`src/common/avcmb_pkg.sv`:
```
package avcmb_pkg;

	// ************************************************************
	// Register map (byte addresses of aligned words).
	// ************************************************************
	localparam logic [7:0] REG_CTRL   = 8'h00;
	localparam logic [7:0] REG_MASK   = 8'h04;
	localparam logic [7:0] REG_CUR    = 8'h08;
	localparam logic [7:0] REG_SLICE  = 8'h0C;
	localparam logic [7:0] REG_WIDTH  = 8'h10;
	localparam logic [7:0] REG_STATUS = 8'h14;
	localparam logic [7:0] REG_START  = 8'h18;

	localparam int CTRL_RAW   = 0;
	localparam int CTRL_INTRA = 1;
	localparam int CTRL_PAIR  = 2;
	localparam int CTRL_BWD   = 3;
	localparam int CTRL_FWD   = 4;
	localparam int CTRL_PART  = 5;
	localparam logic [31:0] CTRL_RESET = 32'h0000_0000;
	localparam logic [8:0]  MASK_RESET = 9'h000;

	localparam int STAT_BUSY = 0;
	localparam int STAT_ERR  = 1;
	localparam int STAT_NB   = 8;
	localparam int STAT_BLK  = 16;
	localparam int START_GO  = 0;

	// ************************************************************
	// Coefficient word layout.
	// ************************************************************
	localparam int VAL_HI  = 31;
	localparam int VAL_LO  = 16;
	localparam int RSV_HI  = 15;
	localparam int RSV_LO  = 7;
	localparam int POS_HI  = 6;
	localparam int POS_LO  = 1;
	localparam int LAST_B  = 0;
	localparam logic [5:0] LUMA_DC_MAX   = 6'h0F;
	localparam logic [5:0] CHROMA_DC_MAX = 6'h03;

	// ************************************************************
	// Block order inside one macroblock.
	// ************************************************************
	localparam int         NBLK     = 9;
	localparam logic [3:0] BLK_LDC  = 4'h0;
	localparam logic [3:0] BLK_CBDC = 4'h5;
	localparam logic [3:0] BLK_CRDC = 4'h6;
	localparam logic [3:0] BLK_NONE = 4'h9;

	localparam logic [6:0] PIX_LAST_WORD = 7'h5F;
	localparam logic [2:0] PIX_LAST_SUB  = 3'h3;
	localparam int         PIX_BITS      = 8;
	localparam int         REF_BITS      = 4;
	localparam logic [3:0] REF_NONE      = 4'hF;

	localparam logic [1:0] PART_16X16 = 2'h0;
	localparam logic [1:0] PART_16X8  = 2'h1;
	localparam logic [1:0] PART_8X16  = 2'h2;

	localparam logic [1:0] KIND_COEF = 2'h0;
	localparam logic [1:0] KIND_PIX  = 2'h1;
	localparam logic [1:0] KIND_REF  = 2'h2;

	typedef enum logic [3:0] {
		ST_IDLE = 4'b0001,
		ST_COEF = 4'b0010,
		ST_PIX  = 4'b0100,
		ST_REF  = 4'b1000
	} avcmb_state_t;

endpackage

```
`src/core/avcmb_unpacker.sv`:
```
// Local design decisions: the AHB-Lite interface to the registers and the register offsets.
`timescale 1ns/1ps
module avcmb_unpacker
	import avcmb_pkg::*;
(
	input  wire logic        clock,
	input  wire logic        nrst,
	input  wire logic        hsel,
	input  wire logic [31:0] haddr,
	input  wire logic [1:0]  htrans,
	input  wire logic        hwrite,
	input  wire logic [2:0]  hsize,
	input  wire logic [31:0] hwdata,
	input  wire logic        hready,
	output logic             hreadyout,
	output logic             hresp,
	output logic [31:0]      hrdata,
	input  wire logic [31:0] in_word,
	input  wire logic        in_valid,
	output logic             in_ready,
	output logic             out_valid,
	input  wire logic        out_ready,
	output logic [1:0]       out_kind,
	output logic [15:0]      out_value,
	output logic [5:0]       out_pos,
	output logic [3:0]       out_block,
	output logic             out_last,
	output logic             out_ref_absent,
	output logic [4:0]       intra_neighbour_flags,
	output logic             busy
);

	// ************************************************************
	// Helper functions.
	// ************************************************************
	function automatic logic [3:0] next_block(input logic [4:0] from, input logic [8:0] m);
		logic [3:0] r;
		r = BLK_NONE;
		for (int i = NBLK - 1; i >= 0; i--) begin
			if (5'(i) >= from && m[i]) begin
				r = 4'(i);
			end
		end
		return r;
	endfunction

	function automatic logic nb_ok(input logic signed [17:0] a, input logic [15:0] cur,
		input logic [15:0] first);
		return (a >= $signed({2'b00, first})) && (a <= $signed({2'b00, cur}));
	endfunction

	function automatic logic [2:0] ref_last(input logic [1:0] part);
		if (part == PART_16X16) begin
			return 3'h0;
		end else if (part == PART_16X8 || part == PART_8X16) begin
			return 3'h1;
		end
		return 3'h3;
	endfunction

	// ************************************************************
	// Register bus slave.
	// ************************************************************
	logic [31:0]  ctrl_r;
	logic [8:0]   mask_r;
	logic [15:0]  cur_r;
	logic [15:0]  slice_r;
	logic [15:0]  width_r;
	logic         err_r;
	logic         dp_we_r;
	logic [7:0]   dp_addr_r;
	logic [31:0]  hrdata_r;
	logic [4:0]   nb_r;
	logic [3:0]   blk_r;
	avcmb_state_t state_r;
	logic         acc;
	logic         start;
	logic         err_set;
	logic [31:0]  rd_mux;

	assign acc = hsel && hready && htrans[1];
	assign hreadyout = 1'b1;
	assign hresp = 1'b0;
	assign hrdata = hrdata_r;
	assign start = dp_we_r && dp_addr_r == REG_START && hwdata[START_GO] && state_r == ST_IDLE;

	always_comb begin
		rd_mux = 32'h0000_0000;
		unique case (haddr[7:0])
			REG_CTRL:   rd_mux = ctrl_r;
			REG_MASK:   rd_mux = {23'h000000, mask_r};
			REG_CUR:    rd_mux = {16'h0000, cur_r};
			REG_SLICE:  rd_mux = {16'h0000, slice_r};
			REG_WIDTH:  rd_mux = {16'h0000, width_r};
			REG_STATUS: begin
				rd_mux[STAT_BUSY] = busy;
				rd_mux[STAT_ERR] = err_r;
				rd_mux[STAT_NB +: 5] = nb_r;
				rd_mux[STAT_BLK +: 4] = blk_r;
			end
			default:    rd_mux = 32'h0000_0000;
		endcase
	end

	always_ff @(posedge clock or negedge nrst) begin
		if (!nrst) begin
			dp_we_r <= 1'b0;
			dp_addr_r <= 8'h00;
			hrdata_r <= 32'h0000_0000;
		end else begin
			dp_we_r <= acc && hwrite;
			if (acc) begin
				dp_addr_r <= haddr[7:0];
			end
			if (acc && !hwrite) begin
				hrdata_r <= rd_mux;
			end
		end
	end

	always_ff @(posedge clock or negedge nrst) begin
		if (!nrst) begin
			ctrl_r <= CTRL_RESET;
			mask_r <= MASK_RESET;
			cur_r <= 16'h0000;
			slice_r <= 16'h0000;
			width_r <= 16'h0000;
		end else if (dp_we_r) begin
			unique case (dp_addr_r)
				REG_CTRL:  ctrl_r <= hwdata;
				REG_MASK:  mask_r <= hwdata[8:0];
				REG_CUR:   cur_r <= hwdata[15:0];
				REG_SLICE: slice_r <= hwdata[15:0];
				REG_WIDTH: width_r <= hwdata[15:0];
				default:   ctrl_r <= ctrl_r;
			endcase
		end
	end

	always_ff @(posedge clock or negedge nrst) begin
		if (!nrst) begin
			err_r <= 1'b0;
		end else if (err_set) begin
			err_r <= 1'b1;
		end else if (dp_we_r && dp_addr_r == REG_STATUS && hwdata[STAT_ERR]) begin
			err_r <= 1'b0;
		end
	end

	// ************************************************************
	// Neighbour availability.
	// ************************************************************
	logic               pair;
	logic [15:0]        unit;
	logic signed [17:0] ua;
	logic signed [17:0] ub;
	logic signed [17:0] uc;
	logic signed [17:0] ud;
	logic signed [17:0] aa;
	logic signed [17:0] ab;
	logic signed [17:0] ac;
	logic signed [17:0] ad;
	logic               left_edge;
	logic               right_edge;
	logic [4:0]         nb_nxt;

	assign pair = ctrl_r[CTRL_PAIR];
	assign unit = pair ? {1'b0, cur_r[15:1]} : cur_r;
	assign ua = $signed({2'b00, unit}) - 18'sd1;
	assign ub = $signed({2'b00, unit}) - $signed({2'b00, width_r});
	assign uc = ub + 18'sd1;
	assign ud = ub - 18'sd1;
	assign aa = pair ? (ua <<< 1) : ua;
	assign ab = pair ? (ub <<< 1) : ub;
	assign ac = pair ? (uc <<< 1) : uc;
	assign ad = pair ? (ud <<< 1) : ud;
	assign left_edge = (width_r == 16'h0000) || (unit % width_r) == 16'h0000;
	assign right_edge = (width_r == 16'h0000) ||
		(17'({1'b0, unit} + 17'h00001) % {1'b0, width_r}) == 17'h00000;

	always_comb begin
		nb_nxt[0] = nb_ok(ad, cur_r, slice_r) && !left_edge;
		nb_nxt[1] = nb_ok(ac, cur_r, slice_r) && !right_edge;
		nb_nxt[2] = nb_ok(ab, cur_r, slice_r);
		nb_nxt[3] = nb_ok(aa, cur_r, slice_r) && !left_edge;
		nb_nxt[4] = pair && nb_nxt[3];
	end

	always_ff @(posedge clock or negedge nrst) begin
		if (!nrst) begin
			nb_r <= 5'h00;
		end else begin
			nb_r <= nb_nxt;
		end
	end

	assign intra_neighbour_flags = nb_r;

	// ************************************************************
	// Unpacking sequencer.
	// ************************************************************
	logic [8:0]  eff_mask;
	logic [3:0]  first_blk;
	logic [3:0]  adv_blk;
	logic        slot_free;
	logic        take;
	logic        emit;
	logic [1:0]  e_kind;
	logic [15:0] e_value;
	logic [5:0]  e_pos;
	logic [3:0]  e_block;
	logic        e_last;
	logic        e_absent;
	logic [31:0] buf_r;
	logic        buf_full_r;
	logic [2:0]  sub_r;
	logic [6:0]  wcnt_r;
	logic        list_r;
	logic [8:0]  samp;
	logic [2:0]  sub_end;
	logic        out_valid_r;
	logic        ref_fwd;
	logic        ref_bwd;

	assign eff_mask = {mask_r[8:1], mask_r[0] & ctrl_r[CTRL_INTRA]};
	assign first_blk = next_block(5'h00, eff_mask);
	assign adv_blk = next_block(5'({1'b0, blk_r} + 5'h01), eff_mask);
	assign ref_fwd = ctrl_r[CTRL_FWD];
	assign ref_bwd = ctrl_r[CTRL_BWD];
	assign slot_free = !out_valid_r || out_ready;
	assign in_ready = (state_r == ST_COEF) ? slot_free :
		((state_r == ST_PIX || state_r == ST_REF) && !buf_full_r);
	assign take = in_valid && in_ready;
	assign samp = {wcnt_r, sub_r[1:0]};
	assign sub_end = (state_r == ST_PIX) ? PIX_LAST_SUB : ref_last(ctrl_r[CTRL_PART +: 2]);
	assign busy = state_r != ST_IDLE;

	always_comb begin
		emit = 1'b0;
		e_kind = KIND_COEF;
		e_value = 16'h0000;
		e_pos = 6'h00;
		e_block = blk_r;
		e_last = 1'b0;
		e_absent = 1'b0;
		err_set = 1'b0;
		unique case (state_r)
			ST_IDLE: emit = 1'b0;
			ST_COEF: begin
				emit = take;
				e_value = in_word[VAL_HI:VAL_LO];
				e_pos = in_word[POS_HI:POS_LO];
				e_last = in_word[LAST_B];
				err_set = take && (in_word[RSV_HI:RSV_LO] != 9'h000 ||
					(blk_r == BLK_LDC && e_pos > LUMA_DC_MAX) ||
					((blk_r == BLK_CBDC || blk_r == BLK_CRDC) && e_pos > CHROMA_DC_MAX));
			end
			ST_PIX: begin
				emit = buf_full_r && slot_free;
				e_kind = KIND_PIX;
				e_value = {8'h00, buf_r[sub_r[1:0] * PIX_BITS +: PIX_BITS]};
				e_pos = samp[5:0];
				e_block = {1'b0, samp[8:6]};
				e_last = sub_r == PIX_LAST_SUB && wcnt_r == PIX_LAST_WORD;
			end
			ST_REF: begin
				emit = buf_full_r && slot_free;
				e_kind = KIND_REF;
				e_value = {12'h000, buf_r[sub_r * REF_BITS +: REF_BITS]};
				e_pos = {3'h0, sub_r};
				e_block = {3'h0, list_r};
				e_last = sub_r == sub_end;
				e_absent = e_value[3:0] == REF_NONE;
			end
			default: emit = 1'b0;
		endcase
	end

	always_ff @(posedge clock or negedge nrst) begin
		if (!nrst) begin
			state_r <= ST_IDLE;
			blk_r <= BLK_NONE;
			list_r <= 1'b0;
		end else begin
			unique case (state_r)
				ST_IDLE: begin
					if (start && ctrl_r[CTRL_RAW]) begin
						state_r <= ST_PIX;
					end else if (start && first_blk != BLK_NONE) begin
						state_r <= ST_COEF;
						blk_r <= first_blk;
					end else if (start && (ref_fwd || ref_bwd)) begin
						state_r <= ST_REF;
						list_r <= !ref_fwd;
					end
				end
				ST_COEF: begin
					if (take && in_word[LAST_B]) begin
						blk_r <= adv_blk;
						if (adv_blk == BLK_NONE) begin
							state_r <= (ref_fwd || ref_bwd) ? ST_REF : ST_IDLE;
							list_r <= !ref_fwd;
						end
					end
				end
				ST_PIX: begin
					if (emit && e_last) begin
						state_r <= ST_IDLE;
					end
				end
				ST_REF: begin
					if (emit && e_last) begin
						if (!list_r && ref_bwd) begin
							list_r <= 1'b1;
						end else begin
							state_r <= ST_IDLE;
						end
					end
				end
				default: state_r <= ST_IDLE;
			endcase
		end
	end

	always_ff @(posedge clock or negedge nrst) begin
		if (!nrst) begin
			buf_r <= 32'h0000_0000;
			buf_full_r <= 1'b0;
			sub_r <= 3'h0;
			wcnt_r <= 7'h00;
		end else begin
			if (start) begin
				wcnt_r <= 7'h00;
				sub_r <= 3'h0;
			end
			if (take && state_r != ST_COEF) begin
				buf_r <= in_word;
				buf_full_r <= 1'b1;
				sub_r <= 3'h0;
			end else if (emit && state_r != ST_COEF) begin
				if (sub_r == sub_end) begin
					buf_full_r <= 1'b0;
					wcnt_r <= 7'(wcnt_r + 7'h01);
				end else begin
					sub_r <= 3'(sub_r + 3'h1);
				end
			end
		end
	end

	// ************************************************************
	// Output holding register.
	// ************************************************************
	always_ff @(posedge clock or negedge nrst) begin
		if (!nrst) begin
			out_valid_r <= 1'b0;
			out_kind <= KIND_COEF;
			out_value <= 16'h0000;
			out_pos <= 6'h00;
			out_block <= 4'h0;
			out_last <= 1'b0;
			out_ref_absent <= 1'b0;
		end else begin
			if (emit) begin
				out_valid_r <= 1'b1;
				out_kind <= e_kind;
				out_value <= e_value;
				out_pos <= e_pos;
				out_block <= e_block;
				out_last <= e_last;
				out_ref_absent <= e_absent;
			end else if (out_ready) begin
				out_valid_r <= 1'b0;
			end
		end
	end

	assign out_valid = out_valid_r;

endmodule

```
`config.mk`:
```
export PLATFORM = sky130hd
export DESIGN_NAME = avcmb_unpacker
export DESIGN_NICKNAME = d
export VERILOG_FILES = /design/src/common/avcmb_pkg.sv /design/src/core/avcmb_unpacker.sv
export SDC_FILE = /design/constraint.sdc
export NUM_CORES = 1
export LEC_CHECK = 0
export ABC_AREA = 1
export ABC_CLOCK_PERIOD_IN_PS = 72300
export BUFFER_PORTS_ARGS = -buffer_cell sky130_fd_sc_hd__buf_4
export CORE_MARGIN = 2
export CORE_UTILIZATION = 65
export DETAILED_ROUTE_END_ITERATION = 7
export PLACE_DENSITY = 0.94
export SKIP_LAST_GASP = 1
export SYNTH_ARGS = -nofsm -noshare
export SYNTH_HDL_FRONTEND = slang
export SYNTH_SLANG_ARGS = --single-unit
```
`constraint.sdc`:
```
create_clock -name clock -period 72.3 [get_ports clock]
set_input_delay 7.23 -clock clock [delete_from_list [all_inputs] [get_ports clock]]
set_output_delay 7.23 -clock clock [all_outputs]
set_load 0.005 [all_outputs]
```
; After elaboration in Yosys (flattened, before gate mapping)
; Index checks and enable logic that the tools add are counted.
[totals]
reg_bits = 219
latch_bits = 0
ram_bits = 0
romBits = 0
input_bits = 108
output_inout_bits = 72
elab_cells = 256
n_memories = 0
[op_classes]
n_addsub = 8
mul = 0
div_mod_pow = 2
magnitude_cmp = 19
n_eq_ne = 38
shifts = 2
muxes = 81
n_bitwise = 1
n_reduce_logical = 81
[ops]
columns = op, count
row1 = 2-to-1 mux 4 bit, 28
row2 = greater-or-equal comparator 18 x 17 -> 1 bit, 4
row3 = <= comparator 18 x 17 -> 1 bit, 4
row4 = case mux 16 bit (3 select lines), 1
row5 = logical AND 1 bit, 41
row6 = "== test 8 x 5 -> 1 bit, second input constant", 5
row7 = 2-to-1 mux 18 bit, 2
row8 = 2-to-1 mux 17 bit, 2
row9 = "== test 8 x 4 -> 1 bit, second input constant", 4
row10 = zero test 16 bit, 2
row11 = indexed part select 32 x 6 -> 4 bit, 1
row12 = indexed part select 32 x 6 -> 8 bit, 1
row13 = case mux 5 bit (6 select lines), 1
row14 = case mux 6 bit (5 select lines), 1
row15 = 2-to-1 mux 7 bit, 4
row16 = 2-to-1 mux 3 bit, 8
row17 = case mux 4 bit (2 select lines), 3
row18 = 2-to-1 mux 1 bit, 21
row19 = "greater-or-equal comparator 3 x 5 -> 1 bit, first input constant", 4
row20 = "adder 17 x 2 -> 18 bit, second input constant", 1
row21 = case mux 6 bit (3 select lines), 1
row22 = "subtractor 17 x 2 -> 18 bit, second input constant", 1
row23 = "adder 16 x 1 -> 17 bit, second input constant", 1
row24 = zero test 17 bit, 1
row25 = 49 further kinds, 90

; Logic depth before layout (Yosys ltp)
[depth]
depth_word = 16
ltp_mapped = 244

; Worst setup path after synthesis
; Ideal clock, no wire load.
[synth_timing]
path_type = flip-flop to flip-flop
from = register ctrl_r[2]
to = register nb_r[1] (netlist: intra_neighbour_flags[1])
setup_time_ns = 0.124
arrival_time_ns = 27.338
t_required_ns = 72.176
path_slack_ns = 44.837
stages_incl_launch_ff = 212
path_buffers = 5
period_less_slack_ns = 27.463
cell_sequence = dfrtp_1 inv_1 buf_4 nand2_1 nand2_1 ha_1 nand2_1 nor2_1 nand3_1 nor3_1 ha_1 o21ai_0 a21oi_1 a31o_2 ha_1 inv_1 nor2_1 nand3_1 (+176 left out) nand2_1 a21oi_1 o21bai_1 a21o_1 a21oi_1 o21ai_0 a21oi_1 o21bai_1 a21oi_1 o21bai_1 a21oi_1 o21bai_1 xor2_1 nand4_1 o21ai_0 nand2_1 nand2_1 a21oi_1
[synth_between]
elab_chain_len = 7
[synth_rtl]
columns = item, line_no
row1 = from (decl), avcmb_unpacker.sv:64  ; logic [31:0] ctrl_r;
row2 = from (signal assigned), avcmb_unpacker.sv:130  ; REG_CTRL: ctrl_r <= hwdata;
row3 = from (signal assigned), avcmb_unpacker.sv:135  ; default: ctrl_r <= ctrl_r;
row4 = 2-to-1 mux 16 bit, avcmb_unpacker.sv:168  ; assign unit = pair ? {1'b0, cur_r[15:1]} : cur_r;
row5 = adder 16 x 1 -> 17 bit or subtractor 16 x 16 -> 17 bit (tied branches), "avcmb_unpacker.sv:179, avcmb_unpacker.sv:170"
row6 = modulo 17 x 16 -> 17 bit or adder 17 x 2 -> 18 bit (tied branches), "avcmb_unpacker.sv:179, avcmb_unpacker.sv:171"
row7 = zero test 17 bit or 2-to-1 mux 18 bit (tied branches), "avcmb_unpacker.sv:179, avcmb_unpacker.sv:175"
row8 = logical OR 1 bit (tied with other cells), avcmb_unpacker.sv:178  ; assign right_edge = (width_r == 16'h0000) ||
row9 = zero test 1 bit or logical AND 1 bit (tied branches), "avcmb_unpacker.sv:183, avcmb_unpacker.sv:49"
row10 = logical AND 1 bit *, avcmb_unpacker.sv:183  ; nb_nxt[1] = nb_ok(ac, cur_r, slice_r) && !right_edge;
row11 = net nb_nxt[1], avcmb_unpacker.sv:165  ; logic [4:0] nb_nxt;
row12 = to (signal assigned), avcmb_unpacker.sv:193  ; nb_r <= nb_nxt;
row13 = to (decl), avcmb_unpacker.sv:73  ; logic [4:0] nb_r;
; Mark *: on every way through the listed nets, which the timed path passes. The rest lies on a longest branch.
; A chain may end at the register's enable or synchronous reset.

; Worst setup path after layout
; Ends and elaborated chain as after synthesis.

==> flow_summary.yaml <==
floorplan:
  dieArea_um2: 48900
  ioPinCount: 180
  core_um2: 46600
  die_y_um: 221
  dieWidth_um: 221
  start_util_pct: 65.9
  num_rows: 79
synth:
  syn_area_um2: 30700
  synth_largest_type_area_fraction_pct: 18.2
  synth_flop_cell: "dfrtp_1"
  synth_area_per_cell_um2: 6.52
  synth_edf_count: 0
  ys_seq_area_share_pct: 17.9
  yosysTopAreaCell: "ha_1"
  synthArstFlopShare_pct: 100
  synth_cells: 4701
  yosysUniqueCellTypes: 71
  yosys_warnings: 0
  synth_area_leaders: "ha_1, dfrtp_1, nand2_1"
  synth_fp_nets: 5257
  ys_ff_latch: 219
drt:
  ant_nets: 0
  first_pass_iters: 7
  drc_errors: 0
  drt-vias-per-instance: 6.14
  wire_per_inst_um: 17.3
  wl_um: 94200
  drt_iter0_drc: 4100
  route.vias.total: 33300
timing:
  slew_headroom_pct: 7.27
  hold_violations: 0
  tightest_slew_ns: 1.38
  rsz0062_at_grt: "false"
  min_period_ns: 36.85
  clock_skew_ns: 0.0284
  setup_tns_ns: 0
  slew_violations: 0
  fin_hold_ws_ns: 0.469
  fmaxAchievable_mhz: 27.1
  period_share_pct: 51.0
  setup_viol: 0
clock_network:
  cts_resized: 0
  cts.clk_slew.worst_paths_ns: 0.07
  clockRootBuffer: "clkbuf_16"
  cts_setup_buffers: 0
  cts_sinks: 219
  insertion_delay_ns: 0.53
  numCtsBuffers: 23
  clock_path_buffers: 3
  htreeDepth: 1
  cts_hold_buf: 0
  tritoncts: "yes"
finish:
  nets: 5363
  drive_gt1_share_pct: 8.27
  instances_no_fill: 5434
  synthToLayoutAreaGrowth_pct: 7.79
  final_util_pct: 71.0
  fill_cells: 3599
power_and_ir_drop:
  p_leak_nw: 18.4
  power_density_nw_per_um2: 37.8
  ir_drop_mv: 0.0267
worst_setup_path:
  end_kind: "flip-flop"
  cp_max_fo: 53
  max_stage_delay_ns: 0.82
  arrival_ns: 37.19
  cpMaxStageDelayCell: "o21ai_1"
  path_common_cell: "nand2_1"
  cp.required_ns: 72.64
  critPathKind: "reg2reg"
  start_kind: "flip-flop"
global_route:
  grt_use_total_pct: 37.2
  grt_max_degree: 138
  antenna_found_initial: 4
  grt_pass1_vias: 31300
  grt_overflow_total: 0
  grt_first_pass_wirelength_um: 152000
placed_design:
  dp_hpwl_um: 70000
  dp.cells: 5389
  routabilityCongestion: 1.01
  io_buffers: 149
outcome:
  status: "completed"
job:
  drv_cap: 0
min_path:
  hold_class: "reg2reg"
[per-layer routing]
metal	up-vias	routed length, µm	track usage, %
met5	-	11	0
met4	2	6000	20.5
met3	441	11100	8.14
met2	1878	41000	59.6
met1	15100	36100	46.5
li1	15900	-	-
[critical path, delay by kind of cell (launching register included)]
family	cells	cell delay, ns
DFF	1	0.39
adders and majority gates	18	5.72
and+or+nand+nor	89	9.88
buffers and inverters	30	5.14
AOI/OAI and AO/OA	72	15.07
xor gates and xnor gates	2	0.32
[registers in the layout (all words and copies together) (netlist names), 7 cells and up]
register   flops
buf_r         32
ctrl_r        32
hrdata        32
cur_r         16
out_value     16
slice_r       16
width_r       16
mask_r         9
dp_addr_r      8
wcnt_r         7
[per-stage QoR]
stage | power [mW] | worst slack, ns | cell area, µm²
final | 1.25 | 35.45 | 33100
after global routing | 1.37 | 31.64 | 33100
after CTS | 1.22 | 36.42 | 33100
after detailed placement | 1.10 | 36.63 | 32300
after global placement | 1.06 | 37.52 | 32300
after floorplan | 0.894 | 44.84 | 30700
[cell usage after synthesis, drive strengths merged (7+ instances only)]
cell type	instances
nand4	54
a21o	17
ha	445
o21ai	429
nand3	280
nand3b	8
xor2	122
a21oi	270
a31oi	22
and2	17
o21bai	31
nor4	26
o221ai	9
nor3	76
mux2	18
inv	619
xnor2	92
nor2	263
a211oi	22
clkinv	11
nand2	1339
o211ai	31
a21boi	7
or2	63
o22ai	27
clkbuf	68
buf	28
mux2i	8
o31ai	10
a221oi	13
o21a	14
dfrtp	216
[cells by family after synthesis]
| family | synth area share [%] |
|---|---|
| multiplexers | 0.922 |
| buffers and inverters | 9.30 |
| XOR/XNOR | 6.11 |
| AO/OA/AOI/OAI | 17.6 |
| AND/OR/NAND/NOR | 29.8 |
| other | 0.0245 |
| flip-flops | 17.9 |
| adder cells (fa/ha/maj) | 18.3 |
[power breakdown]
group          leakage [nW]  total [mW]  switching, mW  internal, mW
logic                  15.5       0.954          0.604         0.350
clock network         0.381       0.121         0.0511        0.0698
registers              2.53       0.174         0.0253         0.149
[final timing paths]
path,from,to,slack (ns),cells past startpoint
setup reg to reg,ctrl_r[2]$_DFFE_PN0P_,intra_neighbour_flags[1]$_DFF_PN0_,35.45,211
min in group asynchronous,nrst,out_last$_DFFE_PN0P_,6.83,1
hold / removal,wcnt_r[5]$_DFF_PN0_,wcnt_r[5]$_DFF_PN0_,0.47,1
max in group asynchronous,nrst,ctrl_r[2]$_DFFE_PN0P_,63.75,2
setup / recovery,ctrl_r[2]$_DFFE_PN0P_,intra_neighbour_flags[1]$_DFF_PN0_,35.45,211
hold reg to reg,wcnt_r[5]$_DFF_PN0_,wcnt_r[5]$_DFF_PN0_,0.47,1
[cells in the final DEF, fill, tap and decap left out, drive strengths merged, types with 7 or more instances in the layout]
cell type  count
xor2         122
or2           63
nor3          76
o21bai        31
clkinv        20
a31oi         22
o22ai         27
mux2i          8
a21boi         7
nand2       1339
nand4         54
a21oi        270
a21o          17
nor4          26
mux2          18
nor2         263
o31ai         10
clkbuf        27
nand3b         8
inv          620
and2          17
nand3        280
o21a          14
o211ai        31
dfrtp        216
o21ai        429
ha           445
a221oi        13
o221ai         9
buf          177
a211oi        22
xnor2         92
[final cells by class]
cell class	count	area (µm²)	area share, %
antenna	3	7.51	0.0227
clock buffer	27	631	1.91
clock inverter	15	140	0.424
inverter	630	2360	7.15
multi-input combinational	3756	22300	67.6
sequential	219	5490	16.6
tap	607	759	2.30
timing repair buffer	177	1340	4.04
Note: power is estimated with default switching activity, not from simulation.
